`config.mk`:
```
export PLATFORM = sky130hd
export DESIGN_NAME = ret_timer
export DESIGN_NICKNAME = d
export VERILOG_FILES = /design/src/hw/ret_pkg.sv /design/src/hw/ret_prescaler.sv /design/src/hw/ret_timer.sv
export SDC_FILE = /design/constraint.sdc
export NUM_CORES = 1
export LEC_CHECK = 0
export BUFFER_PORTS_ARGS = -buffer_cell sky130_fd_sc_hd__buf_2
export CAP_MARGIN = 20
export CORE_MARGIN = 1.5
export CORE_UTILIZATION = 54
export CTS_CLUSTER_SIZE = 20
export DETAILED_ROUTE_END_ITERATION = 12
export PLACE_DENSITY_LB_ADDON = 0.05
export SLEW_MARGIN = 20
export SYNTH_ARGS = -nofsm -noshare
export SYNTH_HDL_FRONTEND = slang
export SYNTH_HIERARCHICAL = 1
export SYNTH_SLANG_ARGS = --single-unit
```
`constraint.sdc`:
```
create_clock -name clk -period 4 [get_ports clk]
set_input_delay 0.8 -clock clk [delete_from_list [all_inputs] [get_ports clk]]
set_output_delay 0.8 -clock clk [all_outputs]
set_load 0.005 [all_outputs]
```
`src/hw/ret_pkg.sv`:
```
// Constants for the elapsed-time timer: register map, field layout, reset values.
// Assumes a 32-bit word register port; offsets are byte addresses.
package ret_pkg;
    localparam int          REG_ADDR_W       = 4;
    localparam int          DATA_W           = 32;
    localparam int          PRESCALE_W       = 16;

    // Register offsets
    localparam logic [3:0]  OFS_MODE         = 4'h0;
    localparam logic [3:0]  OFS_ALARM        = 4'h4;
    localparam logic [3:0]  OFS_COUNT        = 4'h8;
    localparam logic [3:0]  OFS_STATUS       = 4'hc;

    // Mode register fields
    localparam int          MODE_PRES_LSB    = 0;
    localparam int          MODE_ALM_IEN     = 16;
    localparam int          MODE_WRAP_IEN    = 17;
    localparam int          MODE_RESTART     = 18;
    localparam int          MODE_OFF         = 20;
    localparam int          MODE_EXT_SEL     = 24;

    // Status register fields
    localparam int          STAT_ALARM       = 0;
    localparam int          STAT_WRAP        = 1;

    // Reset values and step constants
    localparam logic [15:0] PRESCALE_RST     = 16'h8000;
    localparam logic [31:0] ALARM_RST        = 32'hffff_ffff;
    localparam logic [31:0] COUNT_RST        = 32'h0000_0000;
    localparam logic [15:0] PRES_CNT_RST     = 16'h0000;
    localparam logic [15:0] PRES_STEP        = 16'h0001;
    localparam logic [31:0] COUNT_STEP       = 32'h0000_0001;
    localparam logic [31:0] WORD_ZERO        = 32'h0000_0000;
endpackage

```
`src/hw/ret_prescaler.sv`:
```
// Programmable divider stepped once per slow-clock tick.
// Assumes tick is a one-cycle pulse in the clk domain.
module ret_prescaler #(
    parameter int WIDTH = 16
) (
    // Clock and reset
    input  wire logic             clk,
    input  wire logic             rst_n,
    // Control
    input  wire logic             tick,
    input  wire logic             run,
    input  wire logic             restart,
    input  wire logic [WIDTH-1:0] period,
    // Event
    output logic                  wrap
);
    logic [WIDTH-1:0] cnt_q;
    logic [WIDTH-1:0] cnt_d;
    logic [WIDTH-1:0] last;
    logic             at_last;

    // period zero wraps after full range
    assign last    = period - WIDTH'(1);
    assign at_last = (cnt_q == last);
    assign cnt_d   = restart          ? '0 :
                     !(tick && run)   ? cnt_q :
                     at_last          ? '0 : cnt_q + WIDTH'(1);
    assign wrap    = tick && run && !restart && at_last;

    always_ff @(posedge clk or negedge rst_n) begin
        if (!rst_n) begin
            cnt_q <= '0;
        end else begin
            cnt_q <= cnt_d;
        end
    end
endmodule

```
`src/hw/ret_timer.sv`:
```
// Elapsed-time timer: prescaler, 32-bit counter, alarm compare, status and interrupt.
// Assumes slow_clock and second_tick are level inputs synchronous to clk.
//
// Contract
// - With external select 0, each prescaler wrap adds one to the counter.
// - Prescaler period equals programmed value; zero means 65536 slow periods.
// - Prescale value resets to 0x8000, one count per second.
// - Counter runs freely and wraps to zero after its maximum.
// - Every prescaler wrap sets the wrap flag, counted or not.
// - With external select 1, counter steps on each external second tick.
// - Counter stepping from the alarm value sets the alarm flag.
// - Alarm register resets to all ones.
// - Alarm flag always drives the alarm output.
// - Status read clears wrap and alarm flags.
// - Interrupt follows flags two slow-clock cycles later.
// - Restart reloads prescaler and clears counter to zero.
// - Off control stops the timer.
// - Alarm interrupt enable gates alarm flag onto interrupt.
// - Wrap interrupt enable gates wrap flag onto interrupt.
// - Off control and external select read back as zero.
// - When alarm flag rises counter already holds alarm plus one.
module ret_timer (
    // Clock and reset
    input  wire logic        clk,
    input  wire logic        rstn,
    // Time bases
    input  wire logic        slow_clock,
    input  wire logic        second_tick,
    // Register port
    input  wire logic [3:0]  addr,
    input  wire logic [31:0] wdata,
    input  wire logic        wr,
    input  wire logic        rd,
    output logic [31:0]      rdata,
    // Events
    output logic             irq,
    output logic             alarm
);
    // Reset release
    logic rst_s1_q;
    logic rst_n;
    always_ff @(posedge clk or negedge rstn) begin
        if (!rstn) begin
            rst_s1_q <= 1'b0;
            rst_n    <= 1'b0;
        end else begin
            rst_s1_q <= 1'b1;
            rst_n    <= rst_s1_q;
        end
    end

    // Register state
    logic [15:0] prescale_value_q;
    logic        alarm_irq_enable_q;
    logic        wrap_irq_enable_q;
    logic        timer_off_control_q;
    logic        external_second_select_q;
    logic [31:0] alarm_value_q;
    logic [31:0] current_count_q;
    logic [31:0] current_count_d;
    logic        alarm_hit_flag_q;
    logic        prescaler_wrap_flag_q;
    logic        slow_q;
    logic        second_q;
    logic        irq_stage_q;
    logic        irq_q;
    logic [31:0] rdata_q;

    // Address match shared by strobes and read mux
    function automatic logic reg_hit(input logic [3:0] a, input logic [3:0] ofs);
        reg_hit = (a == ofs);
    endfunction

    // Decode
    logic wr_mode;
    logic wr_alarm;
    logic rd_status;
    logic divider_restart;
    assign wr_mode         = wr && reg_hit(addr, ret_pkg::OFS_MODE);
    assign wr_alarm        = wr && reg_hit(addr, ret_pkg::OFS_ALARM);
    assign rd_status       = rd && reg_hit(addr, ret_pkg::OFS_STATUS);
    // restart is a write pulse, never stored
    assign divider_restart = wr_mode && wdata[ret_pkg::MODE_RESTART];

    // Time-base edges; inputs already in clk domain
    logic slow_tick;
    logic ext_tick;
    logic running;
    assign slow_tick = slow_clock && !slow_q;
    assign ext_tick  = second_tick && !second_q;
    assign running   = !timer_off_control_q;

    logic wrap_evt;
    ret_prescaler #(
        .WIDTH   (ret_pkg::PRESCALE_W)
    ) u_pres (
        .clk     (clk),
        .rst_n   (rst_n),
        .tick    (slow_tick),
        .run     (running),
        .restart (divider_restart),
        .period  (prescale_value_q),
        .wrap    (wrap_evt)
    );

    // Counter step source
    logic step;
    logic alarm_evt;
    assign step = running && (external_second_select_q ? ext_tick : wrap_evt);
    // compare at the step so flag rises with count = alarm + 1
    assign alarm_evt = step && !divider_restart && (current_count_q == alarm_value_q);
    assign current_count_d = divider_restart ? ret_pkg::COUNT_RST :
                             step            ? current_count_q + ret_pkg::COUNT_STEP :
                                               current_count_q;

    // Masked interrupt request
    logic irq_src;
    assign irq_src = (alarm_irq_enable_q && alarm_hit_flag_q)
                   || (wrap_irq_enable_q && prescaler_wrap_flag_q);

    // Read mux
    logic [31:0] mode_rd;
    logic [31:0] status_rd;
    logic [31:0] rd_mux;
    always_comb begin
        mode_rd = ret_pkg::WORD_ZERO;
        mode_rd[ret_pkg::MODE_PRES_LSB +: ret_pkg::PRESCALE_W] = prescale_value_q;
        mode_rd[ret_pkg::MODE_ALM_IEN]  = alarm_irq_enable_q;
        mode_rd[ret_pkg::MODE_WRAP_IEN] = wrap_irq_enable_q;
        // off and select bits read as zero
        status_rd = ret_pkg::WORD_ZERO;
        status_rd[ret_pkg::STAT_ALARM] = alarm_hit_flag_q;
        status_rd[ret_pkg::STAT_WRAP]  = prescaler_wrap_flag_q;
    end
    // Unmapped offsets read as zero
    assign rd_mux = reg_hit(addr, ret_pkg::OFS_MODE)   ? mode_rd :
                    reg_hit(addr, ret_pkg::OFS_ALARM)  ? alarm_value_q :
                    reg_hit(addr, ret_pkg::OFS_COUNT)  ? current_count_q :
                    reg_hit(addr, ret_pkg::OFS_STATUS) ? status_rd : ret_pkg::WORD_ZERO;

    // Mode register
    always_ff @(posedge clk or negedge rst_n) begin
        if (!rst_n) begin
            // one second per count at reset
            prescale_value_q         <= ret_pkg::PRESCALE_RST;
            alarm_irq_enable_q       <= 1'b0;
            wrap_irq_enable_q        <= 1'b0;
            timer_off_control_q      <= 1'b0;
            external_second_select_q <= 1'b0;
        end else if (wr_mode) begin
            prescale_value_q         <= wdata[ret_pkg::MODE_PRES_LSB +: ret_pkg::PRESCALE_W];
            alarm_irq_enable_q       <= wdata[ret_pkg::MODE_ALM_IEN];
            wrap_irq_enable_q        <= wdata[ret_pkg::MODE_WRAP_IEN];
            timer_off_control_q      <= wdata[ret_pkg::MODE_OFF];
            external_second_select_q <= wdata[ret_pkg::MODE_EXT_SEL];
        end
    end

    // Alarm register
    always_ff @(posedge clk or negedge rst_n) begin
        if (!rst_n) begin
            alarm_value_q <= ret_pkg::ALARM_RST;
        end else if (wr_alarm) begin
            alarm_value_q <= wdata;
        end
    end

    // Counter and edge history
    always_ff @(posedge clk or negedge rst_n) begin
        if (!rst_n) begin
            current_count_q <= ret_pkg::COUNT_RST;
            slow_q          <= 1'b0;
            second_q        <= 1'b0;
        end else begin
            current_count_q <= current_count_d;
            slow_q          <= slow_clock;
            second_q        <= second_tick;
        end
    end

    // Status flags; a new event in the read cycle survives the clear
    always_ff @(posedge clk or negedge rst_n) begin
        if (!rst_n) begin
            alarm_hit_flag_q      <= 1'b0;
            prescaler_wrap_flag_q <= 1'b0;
        end else begin
            // cleared on status read, set wins
            prescaler_wrap_flag_q <= (wrap_evt) || (prescaler_wrap_flag_q && !rd_status);
            alarm_hit_flag_q      <= alarm_evt || (alarm_hit_flag_q && !rd_status);
        end
    end

    // interrupt retimed over two slow-clock edges; runs even when off
    always_ff @(posedge clk or negedge rst_n) begin
        if (!rst_n) begin
            irq_stage_q <= 1'b0;
            irq_q       <= 1'b0;
        end else if (slow_tick) begin
            irq_stage_q <= irq_src;
            irq_q       <= irq_stage_q;
        end
    end

    // Read data, valid only in the cycle after the strobe
    always_ff @(posedge clk or negedge rst_n) begin
        if (!rst_n) begin
            rdata_q <= ret_pkg::WORD_ZERO;
        end else begin
            rdata_q <= rd ? rd_mux : ret_pkg::WORD_ZERO;
        end
    end

    // alarm output is the flag itself
    assign alarm = alarm_hit_flag_q;
    assign irq   = irq_q;
    assign rdata = rdata_q;
endmodule

```
==> flow_summary.yaml, run 1 <==
outcome:
  outcome: "completed"
sta:
  setup_slack_ns: 0.1420
  timing.slew.headroom: 0.3079
  setup_viol: 0
  holdWs_ns: 0.1501
  final_hold_viol_count: 0
  drv_slew: 0
  rsz0062_at_grt: "no"
  period_minus_slack_ns: 3.858
  skew_ns: 0.006421
  tns_ns: 0
  finalCritPeriodShare: 0.9645
  tightest_slew_ns: 1.037
  fmax_ghz: 0.2592
place:
  preCtsSetupSlack_ns: 0.06576
  io_buffers: 75
  dp_hpwl_um: 12890
  gp_congestion: 0.8717
power:
  p_leak_nw: 3.718
  power_density_nw_per_um2: 505.0
  ir_drop_uv: 368.9
critical_path:
  reg2reg_depth: 13
  regToRegSetupSlack_ns: 0.14
  cp.required_ns: 4.29
  worstSetupEndpointType: "flop"
  r2r_end: "current_count_q[15]"
  startpoint: "prescale_value_q[0]"
  reg2reg_from: "prescale_value_q[0]"
  cp.arrival_ns: 4.15
  cp_max_fo: 6
  critPathKind: "reg2reg"
  cp-start-kind: "flop"
  crit_path_end: "current_count_q[15]"
synth:
  synth_area_um2: 7315
  ys_seq_area_frac: 0.4846
  avgSynthCellArea_um2: 10.43
  synthArstFlopShare: 1.000
  synth-edff-count: 0
  yosysUniqueCellTypes: 63
  synth_seq_cells: 140
  syn_inst: 701
  synth_ff_type: "dfrtp_1"
  synth_nets: 746
  ys_warn_count: 6
floorplanning:
  start_util: 0.5523
  core_area_um2: 13240
  die_w_um: 119.4
  ioPinCount: 76
  design.die.area_um2: 14250
  rows: 42
  fp.dieH_um: 119.4
clock_tree:
  clk_latency_ns: 0.42
  cts_hold_buf: 0
  clkTransAtPathRegs_ns: 0.06
  clock-root-buffer: "clkbuf_16"
  cts_buffers: 17
  cts_max_path_buffers: 2
  htree_levels: 4
  clock_sinks: 140
  cts_tree: "done"
routing:
  detail-route-antenna-nets: 0
  wl_per_cell_um: 19.15
  vias: 5702
  drc: 0
  firstDrtPassIters: 5
  drt_iter0_markers: 517
  drt-total-wl_um: 18420
  vias_per_cell: 5.927
global_routing:
  gr-total-overflow: 0
  grt_pass1_wl_um: 29530
  grt_pass1_vias: 5610
  grt_max_degree: 75
  grt_usage: 0.2702
  antenna_found_initial: 0
cells_and_area:
  diodes: 0
  area_delta_synth_final_pct: 16.71
  utilization: 0.6447
  nNetsFinal: 818
  drive_above_1_share: 0.3092
worst_hold_path:
  hp-class: "in2async"
flow_run:
  max-cap-violations: 0
[synth_stat cells, drive strengths merged (12+ instances only)]
cell,instances,area [um^2]
xnor2,46,402.9
dfstp,33,867.1
a22oi,33,247.7
a31oi,21,131.4
inv,14,52.55
nand2,35,131.4
clkbuf,23,87.58
nand4,32,212.7
mux2,54,608.1
o21ai,13,76.33
dfrtp,107,2678
nor4,12,111.4
nand3,18,95.09
buf,24,132.6
nor2,90,337.8
xor2,34,297.8
[placed cells by master (no fill, tap or decap), drive strengths merged, types with 3 or more instances in the layout]
| cell type | n |
|---|---|
| a22oi | 33 |
| o2111ai | 3 |
| nand2b | 6 |
| o22ai | 8 |
| ha | 3 |
| mux2 | 54 |
| xnor2 | 46 |
| and3 | 8 |
| buf | 100 |
| nand3b | 3 |
| o211ai | 6 |
| or4 | 5 |
| nand3 | 18 |
| xor2 | 34 |
| nand4 | 32 |
| or3 | 4 |
| nor3 | 10 |
| a211oi | 5 |
| nor2 | 90 |
| o21ai | 13 |
| o31ai | 4 |
| and4 | 4 |
| a31oi | 21 |
| inv | 14 |
| clkinv | 3 |
| nor3b | 3 |
| nor2b | 6 |
| or2 | 3 |
| bufinv | 3 |
| nand2 | 35 |
| dfrtp | 107 |
| nor4 | 12 |
| dfstp | 33 |
| and2 | 6 |
| clkbuf | 25 |
| a21oi | 7 |
[layout make-up]
type                    instances  area, um^2
fillers                      1092        4706
flip-flops and latches        140        3548
multi-input cells             500        3547
repair buffers                100       580.6
clock buffers                  25       475.5
well taps                     176       220.2
clock inverters                 7       112.6
inverters                      14       52.55
[worst min path at each step]
stage               cells past startpoint  slack (ns)  startpoint     to
floorplan                               0        0.33    rst_s1_q  rst_n
global placement                        0        0.34    rst_s1_q  rst_n
detailed placement                      0        0.34    rst_s1_q  rst_n
CTS                                     1        0.13        rstn  rst_n
global route                            1        0.14        rstn  rst_n
finish                                  1        0.15        rstn  rst_n
[metrics by stage]
| stage | power [mW] | instance area (um^2) | std cells |
|---|---|---|---|
| 2_1_floorplan | 2.442 | 7347 | 701 |
| 3_3_place_gp | 2.687 | 7915 | 928 |
| 3_5_place_dp | 2.719 | 7915 | 928 |
| 4_1_cts | 4.314 | 8503 | 960 |
| 5_1_grt | 4.498 | 8537 | 962 |
| 6_report | 4.311 | 8537 | 962 |
[power by group]
part,leakage (nW),switching [mW],internal (mW)
Clock,0.285,0.577,1.01
Sequential,1.76,0.238,1.66
Combinational,1.67,0.417,0.409
[worst max-delay path: stages, from the launching register on]
cell and delay, ns:
dfrtp_1 0.37, inv_1 0.09, ha_4 0.17, or4b_4 0.48
or4b_1 0.52, and4_4 0.20, or4_4 0.54, nor4_4 0.17
nand2b_1 0.18, a211oi_4 0.38, buf_2 0.25, nand3_1 0.12
xor2_1 0.21, nor2_1 0.05
[metal layers]
layer / part of all wire / global-route usage
met4: 0.018 / 0.09449
met2: 0.46 / 0.4086
met1: 0.46 / 0.3897
met3: 0.059 / 0.05364
met5: 0 / 0
[repair_timing]
action	4_1_cts	5_1_grt
gates resized for setup	0	6
setup endpoints to repair	0	13
buffers inserted	0	1
[state kept, by name (all words and copies together), names as in the netlist, 16 cells and up]
name              count
u_pres/cnt_q         16
current_count_q      32
prescale_value_q     16
alarm_value_q        32
rdata                32
[cells by family (layout without fill, tap and decap cells)]
| family | count (synthesis) | in the layout | share of synthesized area |
|---|---|---|---|
| muxes | 56 | 56 | 0.08587 |
| xor gates and xnor gates | 80 | 80 | 0.09579 |
| buffers and inverters | 61 | 146 | 0.03729 |
| DFF | 140 | 140 | 0.4846 |
| other | 1 | 1 | 0.0005127 |
| adders and majority gates | 3 | 3 | 0.005132 |
| and+or+nand+nor | 251 | 251 | 0.1823 |
| AOI/OAI and AO/OA | 109 | 109 | 0.1085 |
No activity file was read; power rests on OpenSTA's default activity.
==> inputs of run 2 (changes only) <==
--- a/config.mk
+++ b/config.mk
@@ -11,7 +11,7 @@
 export CORE_UTILIZATION = 54
 export CTS_CLUSTER_SIZE = 20
 export DETAILED_ROUTE_END_ITERATION = 12
-export PLACE_DENSITY_LB_ADDON = 0.05
+export PLACE_DENSITY = 0.76
 export SLEW_MARGIN = 20
 export SYNTH_ARGS = -nofsm -noshare
 export SYNTH_HDL_FRONTEND = slang
==> run 2 against run 1 <==
Effect of this change: worst hold slack lost 0.0031 ns; highest routed layer unchanged; sequential power is essentially flat; die area is the same; critical path depth shrank 2.
==> flow_summary.yaml, run 2 (synthesis gave the netlist of run 1 again) <==
outcome:
  outcome: "completed"
global_routing:
  grt_pass1_vias: 5732
  globalRoute.busiestLayer: "met2"
  antenna_found_initial: 0
  grt_use_met1: 0.3769
  met2_usage: 0.4151
  grt_pass1_wl_um: 29680
  met3_usage: 0.04598
  gr-total-overflow: 0
  grt_usage: 0.2686
  grt_max_degree: 76
power:
  power_density_nw_per_um2: 505.8
  p_leak_nw: 3.709
  ir_drop_uv: 360.7
sta:
  final_hold_viol_count: 0
  drv_slew: 0
  tightest_slew_ns: 0.9517
  fmax_ghz: 0.2607
  skew_ns: 0.008211
  period_minus_slack_ns: 3.835
  setup_viol: 0
  finalCritPeriodShare: 0.9588
  timing.slew.headroom: 0.3640
  rsz0062_at_grt: "yes"
  holdWs_ns: 0.1470
cells_and_area:
  area_delta_synth_final_pct: 16.88
  diodes: 0
  fillers: 1054
  nNetsFinal: 817
  final_cell_mix: "dfrtp_1, nor2_1, buf_2, mux2_2, xnor2_1"
  drive_above_1_share: 0.3146
  final_common_cell: "dfrtp_1"
  finish.instance_area_um2: 8549
clock_tree:
  htree_levels: 4
  cts_buffers: 17
  cts_tree: "done"
  clk_latency_ns: 0.43
  clock-root-buffer: "clkbuf_16"
  cts_max_path_buffers: 2
  cts_hold_buf: 0
  clkTransAtPathRegs_ns: 0.06
  clock_sinks: 140
floorplanning:
  die_w_um: 119.4
  start_util: 0.5523
  core_area_um2: 13240
  rows: 42
  ioPinCount: 76
  fp.dieH_um: 119.4
  design.die.area_um2: 14250
critical_path:
  cp.required_ns: 4.36
  cp-start-kind: "flop"
  cp_max_fo: 6
  cp.arrival_ns: 4.20
  worstSetupEndpointType: "flop"
  critPathKind: "reg2reg"
routing:
  drt-total-wl_um: 18170
  vias_per_cell: 6.020
  detail-route-antenna-nets: 0
  vias: 5785
  drt_iter0_markers: 601
  wl_per_cell_um: 18.91
  firstDrtPassIters: 6
  drc: 0
place:
  place_area_um2: 7888
  gp_congestion: 0.9483
  dp_hpwl_um: 12650
  io_buffers: 75
worst_hold_path:
  hp-class: "in2async"
flow_run:
  max-cap-violations: 0
## run 2: per-stage QoR
stage	util	total power [mW]	setup slack [ns]	instances	TNS, ns
floorplan	-	2.442	0.01721	701	0
global placement	0.5956	2.664	0.1429	926	0
detailed placement	0.5956	2.705	0.01640	926	0
CTS	0.6415	4.321	0.02526	958	0
global route	0.6456	4.516	-0.01171	961	-0.02877
finish	0.6456	4.325	0.1648	961	0
## run 2: area by class of cell
type	instances	area (um^2)	area share
inverters	14	52.55	0.006147
multi-input cells	500	3553	0.4156
flip-flops and latches	140	3548	0.4150
clock buffers	18	439.2	0.05137
well taps	176	220.2	0.02576
clock inverters	14	168.9	0.01976
repair buffers	99	566.8	0.06630
## run 2: worst max-delay path, stage by stage (launching register included)
cell and delay (ns):
dfrtp_1 0.37, or4_1 0.72, nor4_4 0.36, and4_1 0.28, o21ai_0 0.10, or4_4 0.53, nor4_4 0.17, nand2b_1 0.18
a211oi_4 0.35, nand3_2 0.15, or4_1 0.47, nand2_1 0.10
## run 2: worst paths after layout
kind / start / end / slack [ns] / depth (start not counted)
setup / recovery: prescale_value_q[5] / current_count_q[27] / 0.16 / 11
hold / removal: rstn / rst_n / 0.15 / 1
setup reg to reg: prescale_value_q[5] / current_count_q[27] / 0.16 / 11
hold reg to reg: rst_s1_q / rst_n / 0.35 / 0
max in group asynchronous: rst_n / alarm_value_q[17] / 2.47 / 1
min in group clk: rst_s1_q / rst_n / 0.35 / 0
## run 2: report_power, final
| part | internal, mW | leakage [nW] | switching [mW] |
|---|---|---|---|
| clock network | 0.994 | 0.284 | 0.609 |
| logic | 0.404 | 1.67 | 0.418 |
| registers | 1.66 | 1.76 | 0.239 |
| total | 3.06 | 3.71 | 1.27 |
## run 2: repair_timing
item,in CTS,in global routing
pin swaps,1,4
setup endpoints to repair,1,29
hold endpoints to repair,0,0
resized for setup,0,5
buffers inserted,0,2
## run 2: routing by layer
layer  part of all wire  vias up
met1               0.44     2831
met3              0.069       44
met4              0.030        0
met2               0.46      262
li1                   -     2648
met5                  0        -
